$ cat src/pkg/rtsw_pkg.sv
`default_nettype none
package rtsw_pkg;

    // Host register offsets
    localparam logic [15:0] RTSW_ADDR_PENDING = 16'h0006;
    localparam logic [15:0] RTSW_ADDR_SWBITS = 16'h0007;
    localparam logic [15:0] RTSW_ZERO16 = 16'h0000;

    // Pending interrupt flag positions
    localparam int RTSW_P_SERIAL = 7;
    localparam int RTSW_P_LB_A = 6;
    localparam int RTSW_P_LB_B = 5;
    localparam int RTSW_P_TT_MATCH = 4;
    localparam int RTSW_P_TT_ROLL = 3;
    localparam int RTSW_P_ADDR_PAR = 2;
    localparam int RTSW_P_ROM_CK = 1;
    localparam int RTSW_P_RAM_INIT = 0;
    localparam logic [7:0] RTSW_HW_IRQ_MASK = 8'h9f;
    localparam logic [7:0] RTSW_MSG_IRQ_MASK = 8'h60;
    localparam logic [7:0] RTSW_ALWAYS_EN = 8'h07;
    localparam logic [7:0] RTSW_PEND_RESET = 8'h00;

    // Status word bits register layout
    localparam int RTSW_S_ONCE_CLEAR = 15;
    localparam int RTSW_S_MSG_ERR = 10;
    localparam int RTSW_S_INSTRUMENTATION_FLAG = 9;
    localparam int RTSW_S_SVC_REQ = 8;
    localparam int RTSW_S_BCAST = 4;
    localparam int RTSW_S_BUSY = 3;
    localparam int RTSW_S_SUBSYS = 2;
    localparam int RTSW_S_DBC_ACC = 1;
    localparam int RTSW_S_TERM = 0;
    localparam int RTSW_S_ADDR_LSB = 11;
    localparam logic [5:0] RTSW_ADDR_LATCH_RESET = 6'h01;
    localparam logic [15:0] RTSW_SW_WRITABLE = 16'h830d;
    localparam logic [15:0] RTSW_SW_HOST_BITS = 16'h03ff;
    localparam logic [15:0] RTSW_SW_RESET = 16'h0000;

    // Time-tag limits
    localparam logic [15:0] RTSW_TT_MAX = 16'hffff;
    localparam logic [15:0] RTSW_TT_MIN = 16'h0000;

    typedef struct packed {
        logic rd;
        logic wr;
        logic [15:0] addr;
        logic [15:0] wdata;
    } rtsw_host_req_t;

    typedef struct packed {
        logic valid;
        logic [15:0] word;
    } rtsw_word_t;

    typedef struct packed {
        logic valid;
        logic [15:0] word;
        logic busy;
        logic suppress_data;
        logic was_busy_flag;
    } rtsw_resp_t;

endpackage : rtsw_pkg
`default_nettype wire

$ cat src/hdl/rtsw_sync.sv
`timescale 1ns/100ps
`default_nettype none
module rtsw_sync (
    input wire logic i_clock,
    input wire logic i_reset,
    input wire logic i_async,
    output logic o_sync
);
    logic stage1;

    // Two-flop synchroniser; stage1 feeds only o_sync
    always_ff @(posedge i_clock) begin
        if (i_reset) begin
            stage1 <= 1'b0;
            o_sync <= 1'b0;
        end else begin
            stage1 <= i_async;
            o_sync <= stage1;
        end
    end
endmodule : rtsw_sync
`default_nettype wire

$ cat src/hdl/rtsw_loopback_cmp.sv
`timescale 1ns/100ps
`default_nettype none
module rtsw_loopback_cmp
    import rtsw_pkg::*;
(
    input wire logic i_clock,
    input wire logic i_reset,
    input wire rtsw_word_t i_tx,
    input wire rtsw_word_t i_rx,
    output logic o_mismatch
);
    logic [15:0] sent_word;
    logic armed;

    // Holds last transmitted word until its echo is decoded
    always_ff @(posedge i_clock) begin
        if (i_reset) begin
            sent_word <= RTSW_ZERO16;
            armed <= 1'b0;
        end else if (i_tx.valid) begin
            sent_word <= i_tx.word;
            armed <= 1'b1;
        end else if (i_rx.valid) begin
            armed <= 1'b0;
        end
    end

    always_ff @(posedge i_clock) begin
        if (i_reset) begin
            o_mismatch <= 1'b0;
        end else begin
            o_mismatch <= armed && i_rx.valid && (i_rx.word != sent_word);
        end
    end
endmodule : rtsw_loopback_cmp
`default_nettype wire

$ cat src/hdl/rtsw_regs.sv
// Function
// - Serial framing error sets bit 7, hardware interrupt
// - Loopback mismatch sets bit 6/5, message interrupt
// - Time-tag match sets bit 4
// - Time-tag wrap to zero sets bit 3
// - Even address parity sets bit 2 always
// - Parity fail blocks terminal operation
// - Boot checksum failure sets bit 1
// - RAM init mismatch sets bit 0
// - Every flag assertion writes a log entry
// - Status bits copied into outgoing status word
// - Bus control acceptance bit never asserted
// - Host bits persist until host write, bit 15 once-and-clear or reset
// - Bits 4 and 10 device driven, read zero
// - Bit 15 clears register after one normal response with any of bits 9-0 set
// - Status mode codes unaffected by clear
// - Bits 14-10 and 7-4 read zero
// - Bit 9 instrumentation, bit 8 service request
// - Bit 3 forces busy on normal responses; status mode uses last-sent bit 3
// - Descriptor busy bit also forces busy
// - Busy response suppresses data words
// - Busy message sets was-busy flag
// - Both resets clear status bits register
// - Reading pending flags clears them
// - Subsystem flag is register OR pin
// - Bit 0 drives terminal flag
`timescale 1ns/100ps
`default_nettype none
module rtsw_regs
    import rtsw_pkg::*;
(
    input wire logic i_clock,
    input wire logic i_reset,
    input wire logic i_soft_reset,
    // Host register port
    input wire rtsw_host_req_t i_host,
    output logic [15:0] o_host_rdata,
    // Interrupt enables, low byte
    input wire logic [7:0] i_irq_enable,
    // Hardware event sources
    input wire logic i_serial_variant,
    input wire logic i_serial_host_frame_fail,
    input wire rtsw_word_t i_tx_word,
    input wire logic i_tx_bus_b,
    input wire rtsw_word_t i_rx_bus_a,
    input wire rtsw_word_t i_rx_bus_b,
    input wire logic i_timetag_tick,
    input wire logic [15:0] i_timetag,
    input wire logic [15:0] i_timetag_util,
    input wire logic i_addr_latch,
    input wire logic [4:0] i_term_addr,
    input wire logic i_term_addr_parity,
    input wire logic i_start_execute,
    input wire logic i_boot_rom_checksum_fail,
    input wire logic i_ram_init_mismatch,
    // Response assembly request
    input wire logic i_resp_req,
    input wire logic i_resp_status_mode,
    input wire logic i_resp_desc_busy,
    input wire logic i_broadcast_received_flag,
    input wire logic i_message_error_flag,
    input wire logic i_subsystem_flag_pin,
    // Outputs
    output logic o_hardware_irq_out,
    output logic o_message_irq_out,
    output logic o_log_valid,
    output logic [15:0] o_log_id,
    output logic o_rt_run,
    output logic o_term_addr_parity_fail,
    output rtsw_resp_t o_resp
);
    logic [7:0] pending;
    logic [7:0] next_pending;
    logic [7:0] events;
    logic [7:0] enabled;
    logic [15:0] status_word_bits;
    logic [15:0] next_status_word_bits;
    logic [15:0] last_sent_bits;
    logic [15:0] timetag_prev;
    logic [5:0] addr_latched;
    logic parity_fail;
    logic parity_fail_d;
    logic mismatch_a;
    logic mismatch_b;
    logic ssf_pin;
    logic rd_pending;
    logic wr_swbits;
    logic clear_once;
    logic resp_busy;
    logic [15:0] host_bits;
    logic [15:0] resp_word;
    rtsw_word_t tx_a;
    rtsw_word_t tx_b;

    rtsw_sync u_ssf_sync (
        .i_clock(i_clock),
        .i_reset(i_reset),
        .i_async(i_subsystem_flag_pin),
        .o_sync(ssf_pin)
    );

    always_comb begin
        tx_a.valid = i_tx_word.valid && !i_tx_bus_b;
        tx_a.word = i_tx_word.word;
        tx_b.valid = i_tx_word.valid && i_tx_bus_b;
        tx_b.word = i_tx_word.word;
    end

    rtsw_loopback_cmp u_lb_a (
        .i_clock(i_clock),
        .i_reset(i_reset),
        .i_tx(tx_a),
        .i_rx(i_rx_bus_a),
        .o_mismatch(mismatch_a)
    );

    rtsw_loopback_cmp u_lb_b (
        .i_clock(i_clock),
        .i_reset(i_reset),
        .i_tx(tx_b),
        .i_rx(i_rx_bus_b),
        .o_mismatch(mismatch_b)
    );

    // Terminal address and parity latch
    always_ff @(posedge i_clock) begin
        if (i_reset) begin
            addr_latched <= RTSW_ADDR_LATCH_RESET;
        end else if (i_addr_latch) begin
            addr_latched <= {i_term_addr_parity, i_term_addr};
        end
    end

    assign parity_fail = ~^addr_latched;

    always_ff @(posedge i_clock) begin
        if (i_reset) begin
            parity_fail_d <= 1'b0;
        end else begin
            parity_fail_d <= parity_fail;
        end
    end

    always_ff @(posedge i_clock) begin
        if (i_reset) begin
            o_rt_run <= 1'b0;
            o_term_addr_parity_fail <= 1'b0;
        end else begin
            o_rt_run <= i_start_execute && !parity_fail;
            o_term_addr_parity_fail <= parity_fail;
        end
    end

    always_ff @(posedge i_clock) begin
        if (i_reset) begin
            timetag_prev <= RTSW_TT_MIN;
        end else if (i_timetag_tick) begin
            timetag_prev <= i_timetag;
        end
    end

    // Event sources, one cycle each
    always_comb begin
        events = 8'h00;
        events[RTSW_P_SERIAL] = i_serial_variant && i_serial_host_frame_fail;
        events[RTSW_P_LB_A] = mismatch_a;
        events[RTSW_P_LB_B] = mismatch_b;
        events[RTSW_P_TT_MATCH] = i_timetag_tick && (i_timetag == i_timetag_util);
        events[RTSW_P_TT_ROLL] = i_timetag_tick && (timetag_prev == RTSW_TT_MAX)
                                 && (i_timetag == RTSW_TT_MIN);
        events[RTSW_P_ADDR_PAR] = parity_fail && !parity_fail_d;
        events[RTSW_P_ROM_CK] = i_boot_rom_checksum_fail;
        events[RTSW_P_RAM_INIT] = i_ram_init_mismatch;
        enabled = events & (i_irq_enable | RTSW_ALWAYS_EN);
    end

    // Host decode
    assign rd_pending = i_host.rd && (i_host.addr == RTSW_ADDR_PENDING);
    assign wr_swbits = i_host.wr && (i_host.addr == RTSW_ADDR_SWBITS);

    // New events win over the read clear
    always_comb begin
        next_pending = rd_pending ? RTSW_PEND_RESET : pending;
        next_pending = next_pending | enabled;
    end

    // Pending flags survive software reset
    always_ff @(posedge i_clock) begin
        if (i_reset) begin
            pending <= RTSW_PEND_RESET;
        end else begin
            pending <= next_pending;
        end
    end

    always_ff @(posedge i_clock) begin
        if (i_reset) begin
            o_hardware_irq_out <= 1'b0;
            o_message_irq_out <= 1'b0;
        end else begin
            o_hardware_irq_out <= |(next_pending & RTSW_HW_IRQ_MASK);
            o_message_irq_out <= |(next_pending & RTSW_MSG_IRQ_MASK);
        end
    end

    // Interrupt log entry per flag assertion
    always_ff @(posedge i_clock) begin
        if (i_reset) begin
            o_log_valid <= 1'b0;
            o_log_id <= RTSW_ZERO16;
        end else begin
            o_log_valid <= |enabled;
            o_log_id <= {8'h00, enabled};
        end
    end

    always_ff @(posedge i_clock) begin
        if (i_reset) begin
            o_host_rdata <= RTSW_ZERO16;
        end else if (rd_pending) begin
            o_host_rdata <= {8'h00, pending};
        end else if (i_host.rd && (i_host.addr == RTSW_ADDR_SWBITS)) begin
            o_host_rdata <= status_word_bits & RTSW_SW_WRITABLE;
        end else if (i_host.rd) begin
            o_host_rdata <= RTSW_ZERO16;
        end
    end

    // Bits used by this response
    always_comb begin
        host_bits = i_resp_status_mode ? last_sent_bits : status_word_bits;
        resp_busy = host_bits[RTSW_S_BUSY] || i_resp_desc_busy;
        resp_word = RTSW_ZERO16;
        resp_word[RTSW_S_ADDR_LSB +: 5] = addr_latched[4:0];
        resp_word[RTSW_S_MSG_ERR] = i_message_error_flag;
        resp_word[RTSW_S_INSTRUMENTATION_FLAG] = host_bits[RTSW_S_INSTRUMENTATION_FLAG];
        resp_word[RTSW_S_SVC_REQ] = host_bits[RTSW_S_SVC_REQ];
        resp_word[RTSW_S_BCAST] = i_broadcast_received_flag;
        resp_word[RTSW_S_BUSY] = resp_busy;
        resp_word[RTSW_S_SUBSYS] = host_bits[RTSW_S_SUBSYS] || ssf_pin;
        resp_word[RTSW_S_DBC_ACC] = 1'b0;
        resp_word[RTSW_S_TERM] = host_bits[RTSW_S_TERM];
        clear_once = i_resp_req && !i_resp_status_mode && status_word_bits[RTSW_S_ONCE_CLEAR]
                     && |(status_word_bits & RTSW_SW_HOST_BITS);
    end

    // Host write, then once-and-clear, then resets
    always_comb begin
        next_status_word_bits = status_word_bits;
        if (wr_swbits) begin
            next_status_word_bits = i_host.wdata & RTSW_SW_WRITABLE;
        end
        if (clear_once) begin
            next_status_word_bits = RTSW_SW_RESET;
        end
        if (i_soft_reset) begin
            next_status_word_bits = RTSW_SW_RESET;
        end
    end

    always_ff @(posedge i_clock) begin
        if (i_reset) begin
            status_word_bits <= RTSW_SW_RESET;
        end else begin
            status_word_bits <= next_status_word_bits;
        end
    end

    always_ff @(posedge i_clock) begin
        if (i_reset || i_soft_reset) begin
            last_sent_bits <= RTSW_SW_RESET;
        end else if (i_resp_req && !i_resp_status_mode) begin
            last_sent_bits <= status_word_bits;
        end
    end

    always_ff @(posedge i_clock) begin
        if (i_reset) begin
            o_resp <= '0;
        end else begin
            o_resp.valid <= i_resp_req;
            if (i_resp_req) begin
                o_resp.word <= resp_word;
                o_resp.busy <= resp_busy;
                o_resp.suppress_data <= resp_busy;
                o_resp.was_busy_flag <= resp_busy;
            end
        end
    end
endmodule : rtsw_regs
`default_nettype wire

$ cat config.mk
export PLATFORM = sky130hd
export DESIGN_NAME = rtsw_regs
export DESIGN_NICKNAME = d
export VERILOG_FILES = /design/src/pkg/rtsw_pkg.sv /design/src/hdl/rtsw_sync.sv /design/src/hdl/rtsw_loopback_cmp.sv /design/src/hdl/rtsw_regs.sv
export SDC_FILE = /design/constraint.sdc
export NUM_CORES = 1
export LEC_CHECK = 0
export ABC_AREA = 0
export BUFFER_PORTS_ARGS = -buffer_cell sky130_fd_sc_hd__buf_2
export CORE_MARGIN = 2
export CORE_UTILIZATION = 30
export DETAILED_ROUTE_END_ITERATION = 16
export GPL_TIMING_DRIVEN = 0
export SLEW_MARGIN = 20
export SYNTH_ARGS = -nofsm -noshare
export SYNTH_HDL_FRONTEND = slang
export SYNTH_SLANG_ARGS = --single-unit
export TNS_END_PERCENT = 30
$ cat constraint.sdc
create_clock -name i_clock -period 1.8 [get_ports i_clock]
set_input_delay 0.09 -clock i_clock [delete_from_list [all_inputs] [get_ports i_clock]]
set_output_delay 0.09 -clock i_clock [all_outputs]
set_load 0.01 [all_outputs]
==> results of run 1 <==
report_power, final:
group	leakage [nW]	internal, mW	switching, mW
clock	0.297	2.28	1.17
combinational	1.94	0.443	0.400
sequential	0.949	2.68	0.0661
total	3.18	5.41	1.63
synthesized netlist by cell type (all sizes together):
master	n
buf	35
and4	1
a22oi	5
nor2	62
dfxtp	116
nand3	13
mux2i	39
nand2	86
a21o	2
xnor2	53
a31oi	1
nor3b	1
conb	1
a211o	1
and4bb	6
inv	2
a211oi	7
nand3b	1
a41oi	1
or4	1
clkbuf	15
nor2b	14
nor4	6
nand2b	4
o21ai	1
a31o	1
a21oi	51
a221oi	1
nor3	3
or2	2
nor4b	1
nand4	15
and3	1
and2	3
nor4bb	2
o2bb2ai	1
cells by family (layout without fill, tap and decap cells):
group                     count (synthesis)  in the layout  share of synthesized area [%]
AOI/OAI and AO/OA                        72             72                           8.55
xor gates and xnor gates                 53             53                           9.25
buffers and inverters                    52            309                           5.86
DFF                                     116            116                           46.3
muxes                                    39             39                           7.78
other                                     1             17                         0.0747
and+or+nand+nor                         222            222                           22.2
what timing repair did:
item / in CTS / in global routing
gates resized for setup: 0 / 0
hold endpoints to repair: 74 / 0
hold buffers: 56 / 0
worst max-delay path: cells and delay by family:
family	cells	cell delay, ns
simple gates	4	1.08
compound gates	1	0.15
buf+inv	2	0.69
cells in the final DEF (no fill, tap or decap), types with 2 or more instances in the layout:
cell	synthesis	layout
mux2i_1	39	39
a21oi_1	51	51
clkbuf_16	0	17
and4bb_2	4	4
nor2_1	62	62
conb_1	1	17
clkbuf_8	0	3
nor4_1	4	4
nor2b_1	13	13
bufinv_16	0	3
a211oi_1	7	7
and2_1	3	3
buf_1	7	7
nand3_1	13	13
nor4bb_1	2	2
a21o_1	2	2
nand4_1	14	14
dlygate4sd3_1	0	56
inv_1	2	2
nand2_1	86	86
buf_2	4	173
nor4_4	2	2
nor3_1	3	3
a22oi_1	5	5
clkinv_2	0	4
nand2b_1	4	4
and4bb_1	2	2
clkbuf_1	15	18
buf_4	23	23
dfxtp_1	116	116
xnor2_1	53	53
state kept, by name, indices dropped and copies added (netlist names), 5 cells and up:
name              count
timetag_prev         16
u_lb_b.sent_word     16
o_log_id              8
pending               8
u_lb_a.sent_word     16
addr_latched          6
o_host_rdata         11
status_word_bits      6
last_sent_bits        5
o_resp               13
per-stage QoR:
stage	cell area (um^2)	setup slack (ns)
after global placement	6200	-0.0134
after detailed placement	6200	-0.0115
after floorplan	5080	0.344
after CTS	7360	0.146
final	7360	0.135
after global routing	7360	0.0870
area by class of cell:
type                            instances  area share [%]
Sequential cell                       116            31.5
Multi-Input combinational cell        403            33.4
Tap cell                              220            3.74
Inverter                                2           0.102
Clock buffer                           23            6.49
Buffer                                 50            3.89
Timing Repair Buffer                  225            19.1
Clock inverter                          9            1.72
routing by layer:
layer | GRT usage (%) | vias to the layer above | routed length, um
met5 | 0 | - | 0
met1 | 18.5 | 2068 | 6110
li1 | - | 2363 | -
met2 | 27.3 | 140 | 6760
met4 | 4.55 | 0 | 164
met3 | 5.71 | 16 | 966
path summary, 6_finish.rpt:
| check | from | end | cells past startpoint |
|---|---|---|---|
| hold / removal | i_host[32] | status_word_bits[9] | 3 |
| setup reg to reg | timetag_prev[2] | o_log_valid | 5 |
| hold reg to reg | u_ssf_sync.stage1 | u_ssf_sync.o_sync | 1 |
| setup / recovery | i_timetag[10] | o_log_valid | 7 |
==> results.md, run 1 <==
* Status: completed
* Top cells by area, synth: dfxtp_1, xnor2_1, mux2i_1, nand2_1, a21oi_1
* First-pass GRT wire length at 22.0 mm
* Worst-Skew Late Latency at 0.41 ns
* Syn. warnings at 0
* Area Overhead vs Synth at 46.7%
* Period utilisation layout at 92.5%
* Total design power at 7.04 mW
* Die width at roughly 130 um
* WL/cell at 13.4 um
* Slew Viols, Final at 0
* Top cell type by total area after synthesis: dfxtp_1
* Area of the multi-input gates at around 2500 um^2
* Distinct cells, synth at 44
* Synthesized cell area at 5020 um^2
* Placed cells at between 900 and 1,000
* Synthesized instance count at roughly 560
* Initial drt markers at 154
* Maximum vdd drop at 666 uV
* Maxcap violations at 0
* Synth top area share at 46.3%
* Final Wtd Congestion at 0.786
* Residual DRC at 0
* Num rows at 47
* Vias in the first global route at 4,517
* Final Hold Vio Count at 0
* Die area at approximately 18,000 um^2
* Hold_ws at 0.0229 ns
* Crit path cell chain: dlygate4sd3_1, buf_2, and4bb_2, nand3_1, or4_4, nor2b_4, a41oi_2
* CTS tree: done
* # clock sinks at 116
* Final cell count without fillers at 1,048
* Reg area at between 2000 and 2500 um^2
* PortBufs at 169
* Setup violations, final at 0
* Grt ovf at 0
* Die Y at between 100 and 150 um
* Max Freq at 0.601 GHz
* Via Count at 4,587
* PwrDens at 956 nW/um^2
* Core Util, Final at between 40% and 50%
* # fillers at approximately 1,600
* N_diodes at 0
* Clock Tree Root: clkbuf_16
* Initial Utilization at 30.5%
* Total wire length at 14.0 mm
* Max clock buf depth at 2
* Nets at between 900 and 1,000
* Critical path startpoint category: input pin
* Clk_skew at approximately 0.0067 ns
* Reg clk slew, reported paths at 0.05 ns
* Slowest stage delay, CP at about 0.56 ns
* Critical Path RT at 2.14 ns
* Register area share after synthesis at 46.3%
* Reg2reg setup slack at roughly 0.21 ns
* CTS buffer count at 17
* Avg Cell Area, Syn at 9.04 um^2
* Crit Path Category: in -> reg
* Largest net degree at the start of global routing at 17
* Initial antenna violation count at 0
* Share of layout cells above drive strength 1 at 29.0%
* Seq cells post-synth at 116
* Leak at 3.18 nW
* Max H-tree Level at 4
* Setup bufs post-CTS at 0
* # IOs at between 200 and 250
* Worst Path Arrival at 2.00 ns
* Hold WC Path Type: in -> reg
* Via/cell ratio at 4.38
* Slew HR at between 50 and 60%
* Unrepaired setup endpoints after global routing: false
* Worst Setup End Kind: flip-flop
* Core area at 16,500 um^2
* Critical Path Fanout Max at 4
* Setup_tns at 0 ns
* Hpwl dp at 10.5 mm
* GRT Resource Usage Total at between 15 and 20%
* CP max stage cell: or4_4
* Final Critical Period at 1.67 ns
* Drt pass-1 iters at 4
* Slew @ Worst Pin at 0.653 ns
* Post-route antenna net violation count at 0
No activity file was read; power rests on OpenSTA's default activity.
==> run 2, diff against run 1 <==
--- a/config.mk
+++ b/config.mk
@@ -6,10 +6,10 @@
 export NUM_CORES = 1
 export LEC_CHECK = 0
 export ABC_AREA = 0
-export BUFFER_PORTS_ARGS = -buffer_cell sky130_fd_sc_hd__buf_2
 export CORE_MARGIN = 2
 export CORE_UTILIZATION = 30
 export DETAILED_ROUTE_END_ITERATION = 16
+export DONT_BUFFER_PORTS = 1
 export GPL_TIMING_DRIVEN = 0
 export SLEW_MARGIN = 20
 export SYNTH_ARGS = -nofsm -noshare
==> results.md, run 2 (synthesized netlist as in run 1, its figures left out) <==
* Area Overhead vs Synth at 30.8%
* Worst Setup End Kind: flip-flop
* Biggest regs: timetag_prev: 16 flops, u_lb_a.sent_word: 16 flops, u_lb_b.sent_word: 16 flops
* Period utilisation layout at 88.9% (-3.6 points)
* Slew Viols, Final at 0 (unchanged)
* Unrepaired setup endpoints after global routing: false
* Uppermost layer routed: met4
* Die Y at 133 um (unchanged)
* Worst-Skew Late Latency at 0.41 ns (about the same)
* Final Wtd Congestion at 0.769 (-2.1%)
* N_diodes at 0 (unchanged)
* Slew HR at 54.8% (-1.7 points)
* Worst Path Arrival at 1.93 ns (-0.07 ns)
* Residual DRC at 0 (unchanged)
* Hpwl dp at 9.92 mm (-5.1%)
* Largest net degree at the start of global routing at 17 (unchanged)
* CTS buffer count at 17 (unchanged)
* GRT Resource Usage Total at 15.7% (-0.15 points)
* CTS resizes at 0 (unchanged)
* Maximum vdd drop at 630 uV (-5.3%)
* Final Hold Vio Count at 0 (unchanged)
* Initial Utilization at 30.5% (unchanged)
* Critical Path Fanout Max at 4 (unchanged)
* Reg clk slew, reported paths at 0.05 ns (about the same)
* Leak at 2.47 nW (-22%)
* Most frequent cells in the layout: dfxtp_1, nand2_1, dlygate4sd3_1
* Status: completed
* Total wire length at 13.6 mm (-3.1%)
* Total design power at 6.55 mW (-6.9%)
* Die width at 133 um (unchanged)
* Placed inst area at 5350 um^2 (-14%)
* Core area at 16,500 um^2 (unchanged)
* Num rows at 47 (unchanged)
* Post-place setup slack at 0.122 ns (+0.133 ns)
* Final Critical Period at 1.60 ns (-0.0644 ns)
* PortBufs at 0 (-100%)
* Met2 WL at 6.64 mm (-1.8%)
* Die area at 17,800 um^2 (unchanged)
* Critical Path RT at 2.13 ns (about the same)
* Hold_ws at 0.0131 ns (-0.00983 ns)
* Max Freq at 0.625 GHz (+4.0%)
* Slew @ Worst Pin at 0.678 ns (+0.0251 ns)
* CTS tree: done
* Initial drt markers at 143 (-7.1%)
* Max clock buf depth at 2 (unchanged)
* Setup_tns at 0 ns (unchanged)
* Wl on met1 at 5.74 mm (-6.0%)
* Final worst-path setup slack at 0.199 ns (+0.0644 ns)
* Core Util, Final at 39.9% (-4.8 points)
* Hold WC Path Type: in -> reg
* Final cell count without fillers at 886 (-15%)
* # IOs at 205 (unchanged)
* Maxcap violations at 0 (unchanged)
* Nets at 804 (-17%)
* Crit Path Category: reg -> reg
* Via Count at 4,076 (-11%)
* Via/cell ratio at 4.60 (+5.1%)
* Vias in the first global route at 4,166 (-7.8%)
* Clk_skew at 0.00473 ns (-0.00198 ns)
* WL/cell at 15.3 um (+15%)
* Initial antenna violation count at 0 (unchanged)
* # clock sinks at 116 (unchanged)
* First-pass GRT wire length at 21.5 mm (-2.4%)
* Post-route antenna net violation count at 0 (unchanged)
* Design area at 6570 um^2 (-11%)
* Grt ovf at 0 (unchanged)
* Met3 WL at 992 um (+2.7%)
* Max H-tree Level at 4 (unchanged)
* Setup bufs post-CTS at 0 (unchanged)
* Critical path startpoint category: flip-flop
* Setup violations, final at 0 (unchanged)
* Clock Tree Root: clkbuf_16
* Drt pass-1 iters at 4 (unchanged)
* Placed cells at 791 (-18%)
* PwrDens at 998 nW/um^2 (+4.4%)
* Commonest non-fill, non-tap cell in the layout: dfxtp_1
* Share of layout cells above drive strength 1 at 10.4% (-19 points)
-- run 2: cell count changes in the layout (fill, tap and decap cells not counted) --
| cell | change |
|---|---|
| buf_2 | -169 |
| bufinv_16 | -2 |
| clkbuf_1 | -1 |
| clkbuf_8 | +2 |
| clkinv_4 | -1 |
| clkinvlp_4 | -1 |
| dlygate4sd3_1 | +10 |
-- run 2: area by class of cell --
cell class              instances  area (um^2)
plain buffers                  50          287
clock buffers                  24          502
clock inverters                 5         50.0
fillers                      1662         9900
inverters                       2         7.51
multi-input cells             403         2460
flip-flops and latches        116         2320
well taps                     220          275
repair buffers                 66          661
-- run 2: what timing repair did --
item	4_1_cts	5_1_grt
setup endpoints to repair	0	0
endpoints found under the hold margin	84	0
hold buffers	66	0
-- run 2: metal layers --
| metal | track usage, % | vias up |
|---|---|---|
| li1 | - | 2043 |
| met1 | 18.1 | 1887 |
| met2 | 26.3 | 132 |
| met3 | 6.28 | 14 |
| met4 | 5.73 | 0 |
| met5 | 0 | - |
-- run 2: where the power goes --
| group | internal, mW | leakage (nW) | switching, mW |
|---|---|---|---|
| combinational | 0.332 | 1.25 | 0.299 |
| sequential | 2.69 | 0.949 | 0.0919 |
| clock | 2.04 | 0.278 | 1.10 |
-- run 2: worst paths after layout --
path	slack, ns	depth (start not counted)	to	startpoint
hold / removal	0.01	2	o_resp[6]	i_resp_desc_busy
setup / recovery	0.20	5	o_log_valid	timetag_prev[2]
hold reg to reg	0.43	2	u_lb_a.o_mismatch	u_lb_a.armed
setup reg to reg	0.20	5	o_log_valid	timetag_prev[2]
-- run 2: critical path, cell delays in order, from the launching register on --
cell      delay [ns]
dfxtp_1         0.31
nor4bb_1        0.27
nand4_1         0.16
or4_4           0.48
nor2b_4         0.15
a41oi_2         0.16
